## src/hdl/iefr_defines.svh

```systemverilog
// Offsets, bit positions, reset values and rules of the interrupt registers.
`ifndef IEFR_DEFINES_SVH
`define IEFR_DEFINES_SVH

`define IEFR_OFF_EDGE    8'h00
`define IEFR_OFF_CTRL_A  8'h04
`define IEFR_OFF_CTRL_B  8'h08
`define IEFR_OFF_GROUP_A 8'h0C
`define IEFR_OFF_GROUP_B 8'h10

`define IEFR_MASK_EDGE    8'h03
`define IEFR_MASK_CTRL_A  8'h7F
`define IEFR_MASK_CTRL_B  8'hBB
`define IEFR_MASK_GROUP   8'h33

`define IEFR_RESET_VALUE  8'h00

`define IEFR_BIT_GIE      0
`define IEFR_BIT_PIN_EN   1
`define IEFR_BIT_TBA_EN   2
`define IEFR_BIT_TBB_EN   3
`define IEFR_BIT_PIN_FLAG 4
`define IEFR_BIT_TBA_FLAG 5
`define IEFR_BIT_TBB_FLAG 6

`define IEFR_BIT_GRPA_EN   0
`define IEFR_BIT_EE_EN     1
`define IEFR_BIT_GRPB_EN   3
`define IEFR_BIT_GRPA_FLAG 4
`define IEFR_BIT_EE_FLAG   5
`define IEFR_BIT_GRPB_FLAG 7

`define IEFR_BIT_CMP_P_EN   0
`define IEFR_BIT_CMP_A_EN   1
`define IEFR_BIT_CMP_P_FLAG 4
`define IEFR_BIT_CMP_A_FLAG 5

`define IEFR_AXI_OKAY   2'b00
`define IEFR_AXI_SLVERR 2'b10

`endif

```

## src/hdl/iefr_pkg.sv

```systemverilog
// Types shared by the interrupt register set.
package iefr_pkg;

  typedef enum logic [1:0]
  {
    IEFR_EDGE_OFF,
    IEFR_EDGE_RISE,
    IEFR_EDGE_FALL,
    IEFR_EDGE_BOTH
  } iefr_edge_t;

  typedef enum logic [2:0]
  {
    IEFR_SRC_PIN,
    IEFR_SRC_TBA,
    IEFR_SRC_TBB,
    IEFR_SRC_GRPA,
    IEFR_SRC_GRPB,
    IEFR_SRC_EE,
    IEFR_SRC_NONE
  } iefr_src_t;

endpackage : iefr_pkg

```

## src/hdl/iefr_group_reg.sv

```systemverilog
// One grouped timer register: two compare flags with their enables.
`timescale 1ns/1ps
`include "iefr_defines.svh"
module iefr_group_reg
  import iefr_pkg::*;
(
  input  wire logic       sys_clk,
  input  wire logic       rstn,
  input  wire logic       writeEn,
  input  wire logic [7:0] writeData,
  input  wire logic       cmpPEvent,
  input  wire logic       cmpAEvent,
  output logic [7:0]      regValue,
  output logic            groupRequest,
  output logic            flagRise
);
  logic [7:0] next_regValue;

  always_comb
  begin
    next_regValue = regValue;
    if (writeEn)
      next_regValue = writeData & `IEFR_MASK_GROUP;
    // Hardware set wins over a software clear in the same cycle.
    if (cmpPEvent)
      next_regValue[`IEFR_BIT_CMP_P_FLAG] = 1'b1;
    if (cmpAEvent)
      next_regValue[`IEFR_BIT_CMP_A_FLAG] = 1'b1;
  end

  always_ff @(posedge sys_clk or negedge rstn)
  begin
    if (!rstn)
      regValue <= `IEFR_RESET_VALUE;
    else
      regValue <= next_regValue;
  end

  assign groupRequest =
    (regValue[`IEFR_BIT_CMP_P_FLAG] & regValue[`IEFR_BIT_CMP_P_EN]) |
    (regValue[`IEFR_BIT_CMP_A_FLAG] & regValue[`IEFR_BIT_CMP_A_EN]);

  assign flagRise =
    (next_regValue[`IEFR_BIT_CMP_P_FLAG] & ~regValue[`IEFR_BIT_CMP_P_FLAG]) |
    (next_regValue[`IEFR_BIT_CMP_A_FLAG] & ~regValue[`IEFR_BIT_CMP_A_FLAG]);
endmodule : iefr_group_reg

```

## src/hdl/iefr_irq_regs.sv

```systemverilog
// Interrupt enable and flag register set with an AXI4-Lite slave port.
`timescale 1ns/1ps
`include "iefr_defines.svh"
module iefr_irq_regs
  import iefr_pkg::*;
(
  input  wire logic        sys_clk,
  input  wire logic        rstn,
  input  wire logic [7:0]  s_axi_awaddr,
  input  wire logic        s_axi_awvalid,
  output logic             s_axi_awready,
  input  wire logic [31:0] s_axi_wdata,
  input  wire logic [3:0]  s_axi_wstrb,
  input  wire logic        s_axi_wvalid,
  output logic             s_axi_wready,
  output logic [1:0]       s_axi_bresp,
  output logic             s_axi_bvalid,
  input  wire logic        s_axi_bready,
  input  wire logic [7:0]  s_axi_araddr,
  input  wire logic        s_axi_arvalid,
  output logic             s_axi_arready,
  output logic [31:0]      s_axi_rdata,
  output logic [1:0]       s_axi_rresp,
  output logic             s_axi_rvalid,
  input  wire logic        s_axi_rready,
  input  wire logic        pinIrqIn,
  input  wire logic        timebaseAEvent,
  input  wire logic        timebaseBEvent,
  input  wire logic        eepromEvent,
  input  wire logic        stdTimerCmpPEvent,
  input  wire logic        stdTimerCmpAEvent,
  input  wire logic        periodicTimerCmpPEvent,
  input  wire logic        periodicTimerCmpAEvent,
  input  wire logic        irqAck,
  output logic             irqRequest,
  output logic [2:0]       irqSource,
  output logic             wakeRequest
);
  // ****************************************************************
  // Bus slave
  // ****************************************************************
  logic [7:0] edgeReg;
  logic [7:0] ctrlA;
  logic [7:0] ctrlB;
  logic [7:0] groupA;
  logic [7:0] groupB;
  logic       awHeld;
  logic       wHeld;
  logic [7:0] awAddr;
  logic [7:0] wByte;
  logic       wByteEn;
  logic       wrFire;

  function automatic logic hitReg(input logic [7:0] addr,
                                  input logic [7:0] offset);
    hitReg = (addr[7:2] == offset[7:2]);
  endfunction : hitReg

  function automatic logic mappedAddr(input logic [7:0] addr);
    mappedAddr = hitReg(addr, `IEFR_OFF_EDGE) |
                 hitReg(addr, `IEFR_OFF_CTRL_A) |
                 hitReg(addr, `IEFR_OFF_CTRL_B) |
                 hitReg(addr, `IEFR_OFF_GROUP_A) |
                 hitReg(addr, `IEFR_OFF_GROUP_B);
  endfunction : mappedAddr

  assign s_axi_awready = ~awHeld & ~s_axi_bvalid;
  assign s_axi_wready  = ~wHeld & ~s_axi_bvalid;
  assign wrFire        = awHeld & wHeld & ~s_axi_bvalid;

  // Address and data may arrive in either order; both are held here.
  always_ff @(posedge sys_clk or negedge rstn)
  begin
    if (!rstn)
    begin
      awHeld  <= 1'b0;
      wHeld   <= 1'b0;
      awAddr  <= 8'h00;
      wByte   <= 8'h00;
      wByteEn <= 1'b0;
    end
    else
    begin
      if (s_axi_awvalid && s_axi_awready)
      begin
        awHeld <= 1'b1;
        awAddr <= s_axi_awaddr;
      end
      else if (wrFire)
        awHeld <= 1'b0;
      if (s_axi_wvalid && s_axi_wready)
      begin
        wHeld   <= 1'b1;
        wByte   <= s_axi_wdata[7:0];
        wByteEn <= s_axi_wstrb[0];
      end
      else if (wrFire)
        wHeld <= 1'b0;
    end
  end

  always_ff @(posedge sys_clk or negedge rstn)
  begin
    if (!rstn)
    begin
      s_axi_bvalid <= 1'b0;
      s_axi_bresp  <= `IEFR_AXI_OKAY;
    end
    else if (wrFire)
    begin
      s_axi_bvalid <= 1'b1;
      s_axi_bresp  <= mappedAddr(awAddr) ? `IEFR_AXI_OKAY : `IEFR_AXI_SLVERR;
    end
    else if (s_axi_bready)
      s_axi_bvalid <= 1'b0;
  end

  logic wrEdge;
  logic wrCtrlA;
  logic wrCtrlB;
  logic wrGroupA;
  logic wrGroupB;

  assign wrEdge   = wrFire & wByteEn & hitReg(awAddr, `IEFR_OFF_EDGE);
  assign wrCtrlA  = wrFire & wByteEn & hitReg(awAddr, `IEFR_OFF_CTRL_A);
  assign wrCtrlB  = wrFire & wByteEn & hitReg(awAddr, `IEFR_OFF_CTRL_B);
  assign wrGroupA = wrFire & wByteEn & hitReg(awAddr, `IEFR_OFF_GROUP_A);
  assign wrGroupB = wrFire & wByteEn & hitReg(awAddr, `IEFR_OFF_GROUP_B);

  assign s_axi_arready = ~s_axi_rvalid;

  // Reads see all five registers; bits above the byte read as zero.
  always_ff @(posedge sys_clk or negedge rstn)
  begin
    if (!rstn)
    begin
      s_axi_rvalid <= 1'b0;
      s_axi_rdata  <= 32'h0000_0000;
      s_axi_rresp  <= `IEFR_AXI_OKAY;
    end
    else if (s_axi_arvalid && s_axi_arready)
    begin
      s_axi_rvalid <= 1'b1;
      s_axi_rresp  <= mappedAddr(s_axi_araddr) ? `IEFR_AXI_OKAY
                                               : `IEFR_AXI_SLVERR;
      s_axi_rdata  <= {24'h00_0000,
        ({8{hitReg(s_axi_araddr, `IEFR_OFF_EDGE)}}    & edgeReg) |
        ({8{hitReg(s_axi_araddr, `IEFR_OFF_CTRL_A)}}  & ctrlA)   |
        ({8{hitReg(s_axi_araddr, `IEFR_OFF_CTRL_B)}}  & ctrlB)   |
        ({8{hitReg(s_axi_araddr, `IEFR_OFF_GROUP_A)}} & groupA)  |
        ({8{hitReg(s_axi_araddr, `IEFR_OFF_GROUP_B)}} & groupB)};
    end
    else if (s_axi_rready)
      s_axi_rvalid <= 1'b0;
  end

  // ****************************************************************
  // Sources
  // ****************************************************************
  logic pinHit;
  logic grpAReq;
  logic grpBReq;
  logic grpARise;
  logic grpBRise;

  iefr_pin_edge u_pin_edge
  (
    .sys_clk    (sys_clk),
    .rstn       (rstn),
    .pinIn      (pinIrqIn),
    .edgeSelect (edgeReg[1:0]),
    .edgeHit    (pinHit)
  );

  iefr_group_reg u_group_a
  (
    .sys_clk      (sys_clk),
    .rstn         (rstn),
    .writeEn      (wrGroupA),
    .writeData    (wByte),
    .cmpPEvent    (stdTimerCmpPEvent),
    .cmpAEvent    (stdTimerCmpAEvent),
    .regValue     (groupA),
    .groupRequest (grpAReq),
    .flagRise     (grpARise)
  );

  iefr_group_reg u_group_b
  (
    .sys_clk      (sys_clk),
    .rstn         (rstn),
    .writeEn      (wrGroupB),
    .writeData    (wByte),
    .cmpPEvent    (periodicTimerCmpPEvent),
    .cmpAEvent    (periodicTimerCmpAEvent),
    .regValue     (groupB),
    .groupRequest (grpBReq),
    .flagRise     (grpBRise)
  );

  // ****************************************************************
  // Edge select and primary registers
  // ****************************************************************
  always_ff @(posedge sys_clk or negedge rstn)
  begin
    if (!rstn)
      edgeReg <= `IEFR_RESET_VALUE;
    else if (wrEdge)
      edgeReg <= wByte & `IEFR_MASK_EDGE;
  end

  logic [7:0] next_ctrlA;
  logic [7:0] next_ctrlB;
  logic       irqTaken;

  assign irqTaken = irqRequest & irqAck;

  // Hardware flag sets are applied after the write, so a set wins.
  always_comb
  begin
    next_ctrlA = ctrlA;
    if (wrCtrlA)
      next_ctrlA = wByte & `IEFR_MASK_CTRL_A;
    if (irqTaken)
      next_ctrlA[`IEFR_BIT_GIE] = 1'b0;
    if (pinHit)
      next_ctrlA[`IEFR_BIT_PIN_FLAG] = 1'b1;
    if (timebaseAEvent)
      next_ctrlA[`IEFR_BIT_TBA_FLAG] = 1'b1;
    if (timebaseBEvent)
      next_ctrlA[`IEFR_BIT_TBB_FLAG] = 1'b1;
  end

  always_comb
  begin
    next_ctrlB = ctrlB;
    if (wrCtrlB)
      next_ctrlB = wByte & `IEFR_MASK_CTRL_B;
    if (eepromEvent)
      next_ctrlB[`IEFR_BIT_EE_FLAG] = 1'b1;
    if (grpAReq)
      next_ctrlB[`IEFR_BIT_GRPA_FLAG] = 1'b1;
    if (grpBReq)
      next_ctrlB[`IEFR_BIT_GRPB_FLAG] = 1'b1;
  end

  always_ff @(posedge sys_clk or negedge rstn)
  begin
    if (!rstn)
    begin
      ctrlA <= `IEFR_RESET_VALUE;
      ctrlB <= `IEFR_RESET_VALUE;
    end
    else
    begin
      ctrlA <= next_ctrlA;
      ctrlB <= next_ctrlB;
    end
  end

  // ****************************************************************
  // Request and wake-up
  // ****************************************************************
  logic pinPend;
  logic tbaPend;
  logic tbbPend;
  logic grpAPend;
  logic grpBPend;
  logic eePend;
  logic flagRiseAny;

  assign pinPend  = ctrlA[`IEFR_BIT_PIN_FLAG] &
                    ctrlA[`IEFR_BIT_PIN_EN];
  assign tbaPend  = ctrlA[`IEFR_BIT_TBA_FLAG] &
                    ctrlA[`IEFR_BIT_TBA_EN];
  assign tbbPend  = ctrlA[`IEFR_BIT_TBB_FLAG] &
                    ctrlA[`IEFR_BIT_TBB_EN];
  assign grpAPend = ctrlB[`IEFR_BIT_GRPA_FLAG] & ctrlB[`IEFR_BIT_GRPA_EN];
  assign grpBPend = ctrlB[`IEFR_BIT_GRPB_FLAG] & ctrlB[`IEFR_BIT_GRPB_EN];
  assign eePend   = ctrlB[`IEFR_BIT_EE_FLAG] &
                    ctrlB[`IEFR_BIT_EE_EN];

  // Fixed priority picks the source the core should vector to.
  always_ff @(posedge sys_clk or negedge rstn)
  begin
    if (!rstn)
    begin
      irqRequest <= 1'b0;
      irqSource  <= IEFR_SRC_NONE;
    end
    else
    begin
      irqRequest <= ctrlA[`IEFR_BIT_GIE] & ~irqTaken &
        (pinPend | tbaPend | tbbPend | grpAPend | grpBPend | eePend);
      if (pinPend)
        irqSource <= IEFR_SRC_PIN;
      else if (tbaPend)
        irqSource <= IEFR_SRC_TBA;
      else if (tbbPend)
        irqSource <= IEFR_SRC_TBB;
      else if (grpAPend)
        irqSource <= IEFR_SRC_GRPA;
      else if (grpBPend)
        irqSource <= IEFR_SRC_GRPB;
      else if (eePend)
        irqSource <= IEFR_SRC_EE;
      else
        irqSource <= IEFR_SRC_NONE;
    end
  end

  // Any flag going from 0 to 1 wakes the core, enabled or not, except a ctrlA or ctrlB flag whose bit is already set in the other.
  assign flagRiseAny = |((next_ctrlA | next_ctrlB) & ~(ctrlA | ctrlB) &
                         8'hF0) | grpARise | grpBRise;

  always_ff @(posedge sys_clk or negedge rstn)
  begin
    if (!rstn)
      wakeRequest <= 1'b0;
    else
      wakeRequest <= flagRiseAny;
  end
endmodule : iefr_irq_regs

```

## src/hdl/iefr_pin_edge.sv

```systemverilog
// Synchroniser and edge detector for the external interrupt pin.
`timescale 1ns/1ps
module iefr_pin_edge
  import iefr_pkg::*;
(
  input  wire logic       sys_clk,
  input  wire logic       rstn,
  input  wire logic       pinIn,
  input  wire logic [1:0] edgeSelect,
  output logic            edgeHit
);
  logic syncFirst;
  logic syncSecond;
  logic pinLast;

  // Two flops before any logic reads the pin.
  always_ff @(posedge sys_clk or negedge rstn)
  begin
    if (!rstn)
    begin
      syncFirst  <= 1'b0;
      syncSecond <= 1'b0;
      pinLast    <= 1'b0;
    end
    else
    begin
      syncFirst  <= pinIn;
      syncSecond <= syncFirst;
      pinLast    <= syncSecond;
    end
  end

  always_comb
  begin
    case (iefr_edge_t'(edgeSelect))
      IEFR_EDGE_RISE: edgeHit = syncSecond & ~pinLast;
      IEFR_EDGE_FALL: edgeHit = ~syncSecond & pinLast;
      IEFR_EDGE_BOTH: edgeHit = syncSecond ^ pinLast;
      default:        edgeHit = 1'b0;
    endcase
  end
endmodule : iefr_pin_edge

```

## config.mk

```make
export PLATFORM = sky130hd
export DESIGN_NAME = iefr_irq_regs
export DESIGN_NICKNAME = d
export VERILOG_FILES = /design/src/hdl/iefr_pkg.sv /design/src/hdl/iefr_group_reg.sv /design/src/hdl/iefr_irq_regs.sv /design/src/hdl/iefr_pin_edge.sv
export VERILOG_INCLUDE_DIRS = /design/src /design/src/hdl
export SDC_FILE = /design/constraint.sdc
export NUM_CORES = 1
export LEC_CHECK = 0
export BUFFER_PORTS_ARGS = -buffer_cell sky130_fd_sc_hd__buf_2
export CORE_AREA = 5 5 98 100
export CTS_BUF_LIST = sky130_fd_sc_hd__clkbuf_8
export DETAILED_ROUTE_END_ITERATION = 12
export DIE_AREA = 0 0 103 105
export PLACE_DENSITY_LB_ADDON = 0.2
export SYNTH_ARGS = -nofsm -noshare
export SYNTH_HDL_FRONTEND = slang
export SYNTH_SLANG_ARGS = --single-unit
```

## constraint.sdc

```tcl
create_clock -name sys_clk -period 3.09 [get_ports sys_clk]
set_clock_uncertainty 0.1 [all_clocks]
set_input_delay 0.1545 -clock sys_clk [delete_from_list [all_inputs] [get_ports sys_clk]]
set_output_delay 0.1545 -clock sys_clk [all_outputs]
set_load 0.01 [all_outputs]
```

* After elaboration in Yosys (flattened, before gate mapping) *
Cells that the tools add are included.

cells by class
  add/subtract/negate cells = 0
  multiply operators = 0
  div/mod/pow operators = 0
  magnitude comparators = 0
  equal/unequal tests = 11
  shift-type cells = 0
  muxes and demuxes = 31
  bitwise gates (word level) = 73
  reductions and logical operators = 10

operators with widths
  kind                number
  $or 8x8->8          6
  $and 1x1->1         29
  $and 8x8->8         3
  $eq 6x2->1 const B  4
  $or 1x1->1          19
  $mux 1              18
  $and 8x6->8         2
  $mux 8              2
  $eq 6x1->1 const B  2
  $eq 6x3->1 const B  2
  $logic_not 6->1     2
  $mux 3              4
  $mux 6              2
  $not 1->1           11
  $and 8x2->8         1
  $mux 2              4
  $not 8->8           1
  $reduce_bool 2->1   4
  $eq 2x2->1 const B  2
  $reduce_or 4->1     1
  $logic_and 1x1->1   3
  $pmux 1 s3          1
  $eq 2x1->1 const B  1
  $xor 1x1->1         1

storage, ports and cells
  flip-flop bits (word level) = 67
  bits in latches = 0
  bits in writable memories = 0
  memory bits (read-only) = 0
  input bits = 68
  output and inout port bits = 46
  word-level logic and storage cells = 148
  memories = 0

* Longest topological paths before layout *
  depth after elaboration = 11
  depth in mapped cells = 6
  depth with buffers taken out = 6

* By module *
From an unflattened synthesis, not the netlist that was laid out.

unflattened totals
  cells, all modules = 281
  area, all modules = 3,159.3 µm²

modules (own cells, without submodules)
  module          instances  cells each  area each (µm²)  seq. area each (µm²)
  iefr_irq_regs   1          231         2,627.5          1,303.8
  iefr_group_reg  2          19          198.9            100.1
  iefr_pin_edge   1          12          133.9            75.1

* Worst setup path after synthesis *
Ideal clock, no wire load.

  path kind = register -> register
  from = register s_axi_bvalid
  to = register (tool-made name)
  library setup time = 0.125 ns
  data arrival time = 1.474 ns
  required time = 2.865 ns
  setup slack = 1.391 ns
  cell stages (with the launch flop) = 6
  buffers on the path = 2
  clock period less this slack = 1.699 ns
  path through = dfrtp_1 > and4b_1 > buf_2 > and4b_1 > buf_6 > mux2_2

RTL lines
  what                    line                  RTL
  start, declared         iefr_irq_regs.sv:17   output logic s_axi_bvalid,
  start signal, assigned  iefr_irq_regs.sv:106  s_axi_bvalid <= 1'b0;
  start signal, assigned  iefr_irq_regs.sv:111  s_axi_bvalid <= 1'b1;
  start signal, assigned  iefr_irq_regs.sv:115  s_axi_bvalid <= 1'b0;

==> flow_metrics.py <==
metrics = {
    "routing": {
        "via_per_inst": 4.88,
        "wl_mm": 7.11,
        "first_pass_iters": 4,
        "post_drt_wl_per_cell_um": 15.1,
        "vias": 2294,
        "first_iter_violations": 69,
        "drc": 0,
        "ant_nets": 0,
    },
    "floorplan": {
        "ios": 114,
        "start_util": 0.358,
        "dieArea_um2": 10800,
        "core-area_um2": 8590,
        "die_h_um": 105,
        "die_w_um": 103,
        "rows": 34,
    },
    "synth": {
        "avgSynthCellArea_um2": 11.4,
        "synth-edff-count": 0,
        "ys_types": 50,
        "synthCells": 270,
        "synth-seq-cells": 63,
        "syn-cell-area_um2": 3070,
        "synth_flop_cell": "dfrtp_1",
        "yosysWarningCount": 0,
        "synth-async-reset-ratio": 1.00,
        "synth_seq_area_share": 0.514,
    },
    "clock_tree": {
        "cts-hold-fix-buffers": 27,
        "htree_levels": 3,
        "cts_tree": "yes",
        "cts_buffer_depth": 2,
        "post-cts-setup-buffer-count": 0,
        "numCtsBuffers": 9,
        "cts-root-buf": "clkbuf_8",
        "clk_latency_ns": 0.34,
        "clk_pin_slew_worst_paths_ns": 0.08,
        "cts_sinks": 63,
        "cts_resized": 0,
    },
    "setup_path": {
        "startpoint_type": "register",
        "arrival_ns": 2.10,
        "reg2reg_depth": 3,
        "rr_startpoint": "awAddr[7]",
        "critical_path_class": "reg2reg",
        "r2r_setup_slack_ns": 1.11,
        "setup.worst_path.end_class": "register",
        "crit_path_max_fanout": 11,
        "cp.required_ns": 3.21,
    },
    "place": {
        "globalplace.congestion": 0.806,
        "numPortBuffers": 56,
        "hpwl_mm": 5.31,
        "place_area_um2": 3360,
    },
    "worst_hold_path": {
        "whs_path_depth": 3,
        "min_to": "s_axi_rdata[4]",
        "hp-start": "s_axi_araddr[3]",
        "hold_class": "in2reg",
    },
    "sta": {
        "setup_tns_ns": 0,
        "slew_headroom": 0.457,
        "finalHoldViolCount": 0,
        "tightest_slew_ns": 0.807,
        "maxSlewViolCount": 0,
        "fin_crit_ns": 1.98,
        "rsz0062_at_grt": "no",
        "finalCritPeriodShare": 0.641,
        "fmax_ghz": 0.505,
        "setup_violations": 0,
    },
    "run_status": {
        "status": "finished clean",
    },
    "run": {
        "cap_violations": 0,
    },
    "global_routing": {
        "grt_max_degree": 29,
        "grt_pass1_vias": 2396,
        "grt_use_total": 0.137,
        "antenna_found_initial": 0,
        "grt_pass1_wl_mm": 11.6,
        "overflow": 0,
    },
    "power_and_ir_drop": {
        "clkPwrFrac": 0.258,
        "internal_power_mw": 1.84,
        "comb_power_share": 0.261,
        "power_density_nw_per_um2": 721,
        "peakVddDrop_mv": 0.357,
        "p_leak_nw": 1.79,
        "netSwitchingFraction": 0.334,
        "p_seq_frac": 0.481,
        "netSwitchingPower_mw": 0.920,
    },
    "final_layout": {
        "diodes": 0,
        "fin_util": 0.446,
        "fillerInstances": 850,
        "design_area_um2": 3830,
        "nNetsFinal": 427,
        "synthToLayoutAreaGrowth_pct": 24.6,
        "drive_gt1_frac": 0.309,
    },
}
## power groups by stage
stage / clock network (mW) / logic [mW] / registers (mW)
3_3_place_gp: 0 / 0.693 / 1.34
6_report: 0.712 / 0.720 / 1.33
4_1_cts: 0.736 / 0.732 / 1.33
5_1_grt: 0.773 / 0.814 / 1.37
2_1_floorplan: 0 / 0.517 / 1.28
3_5_place_dp: 0 / 0.704 / 1.35
## cell usage after synthesis (3+ instances only)
master	instances	area, um2
buf_4	26	195
a21oi_1	8	40.0
a221oi_1	6	52.6
nor3_1	3	15.0
nand2_1	15	56.3
nor2_1	24	90.1
a211o_1	7	61.3
o21ai_0	6	30.0
a32oi_1	3	26.3
nand3_1	5	25.0
buf_2	3	15.0
and2_1	4	25.0
dfrtp_1	61	1530
a21o_1	3	22.5
mux2i_1	3	30.0
clkbuf_1	3	11.3
mux2_2	29	327
inv_1	7	26.3
a22oi_1	5	37.5
nor2b_1	10	62.6
## cell usage in the layout (no fill, tap or decap), types with 6 or more instances in the layout
cell type / count
a211o_1: 7
dfrtp_1: 61
conb_1: 26
mux2_2: 29
o21ai_0: 6
a221oi_1: 6
inv_1: 7
nor2_1: 24
a21oi_1: 8
nor2b_1: 10
clkbuf_8: 10
dlygate4sd3_1: 27
buf_2: 56
nand2_1: 15
## worst max-delay path by stage
stage                       from  endpoint  slack [ns]
floorplan           s_axi_bvalid  register        1.39
global placement       awAddr[7]  ctrlA[4]        1.10
detailed placement     awAddr[7]  register        1.09
CTS                    awAddr[7]  ctrlA[4]        1.08
global route           awAddr[7]  ctrlA[4]        1.00
finish                 awAddr[7]  register        1.11
## area by class of cell
type                    count  area (um2)  share of cell area
clock buffers              10         138              0.0359
clock inverters             6        60.1              0.0157
inverters                   7        26.3             0.00686
multi-input cells         191        1330               0.346
flip-flops and latches     63        1580               0.412
well taps                 108         135              0.0353
repair buffers             85         566               0.148
## registers in the layout, summed over array words and instances (netlist names), named ones only
register	flops
awAddr	6
awHeld	1
ctrlA	5
ctrlB	5
edgeReg	2
irqRequest	1
irqSource	3
s_axi_bresp	1
s_axi_bvalid	1
s_axi_rdata	8
s_axi_rresp	1
s_axi_rvalid	1
u_group_a.regValue	4
u_group_b.regValue	4
u_pin_edge.pinLast	1
u_pin_edge.syncFirst	1
u_pin_edge.syncSecond	1
wByte	8
wByteEn	1
wHeld	1
wakeRequest	1
## metal layers
layer,vias to the layer above,part of all wire,track usage
li1,1100,-,-
met1,1119,0.45,0.176
met2,69,0.47,0.215
met3,6,0.069,0.0480
met4,0,0.011,0.0416
met5,-,0,0
## through the flow
step                power (mW)  setup slack (ns)  hold WS, ns  std cells
finish                    2.76              1.11       0.0629        470
global route              2.95              1.00       0.0430        470
CTS                       2.80              1.08       0.0389        470
detailed placement        2.05              1.09       0.0457        427
global placement          2.03              1.10       0.0446        427
floorplan                 1.80              1.39       -0.241        295
## critical path: stages (launching register included)
cell	delay, ns
dfrtp_1	0.42
nor4_4	0.38
and4b_1	0.58
mux2_2	0.39
## cells by family after synthesis
kind of cell | Yosys count | share of synthesized area
muxes | 32 | 0.116
adders and majority gates | 2 | 0.00814
and+or+nand+nor | 80 | 0.149
buffers and inverters | 41 | 0.0855
other | 1 | 0.00122
DFF | 63 | 0.514
AOI/OAI and AO/OA | 51 | 0.126
Note: power is estimated with default switching activity, not from simulation.
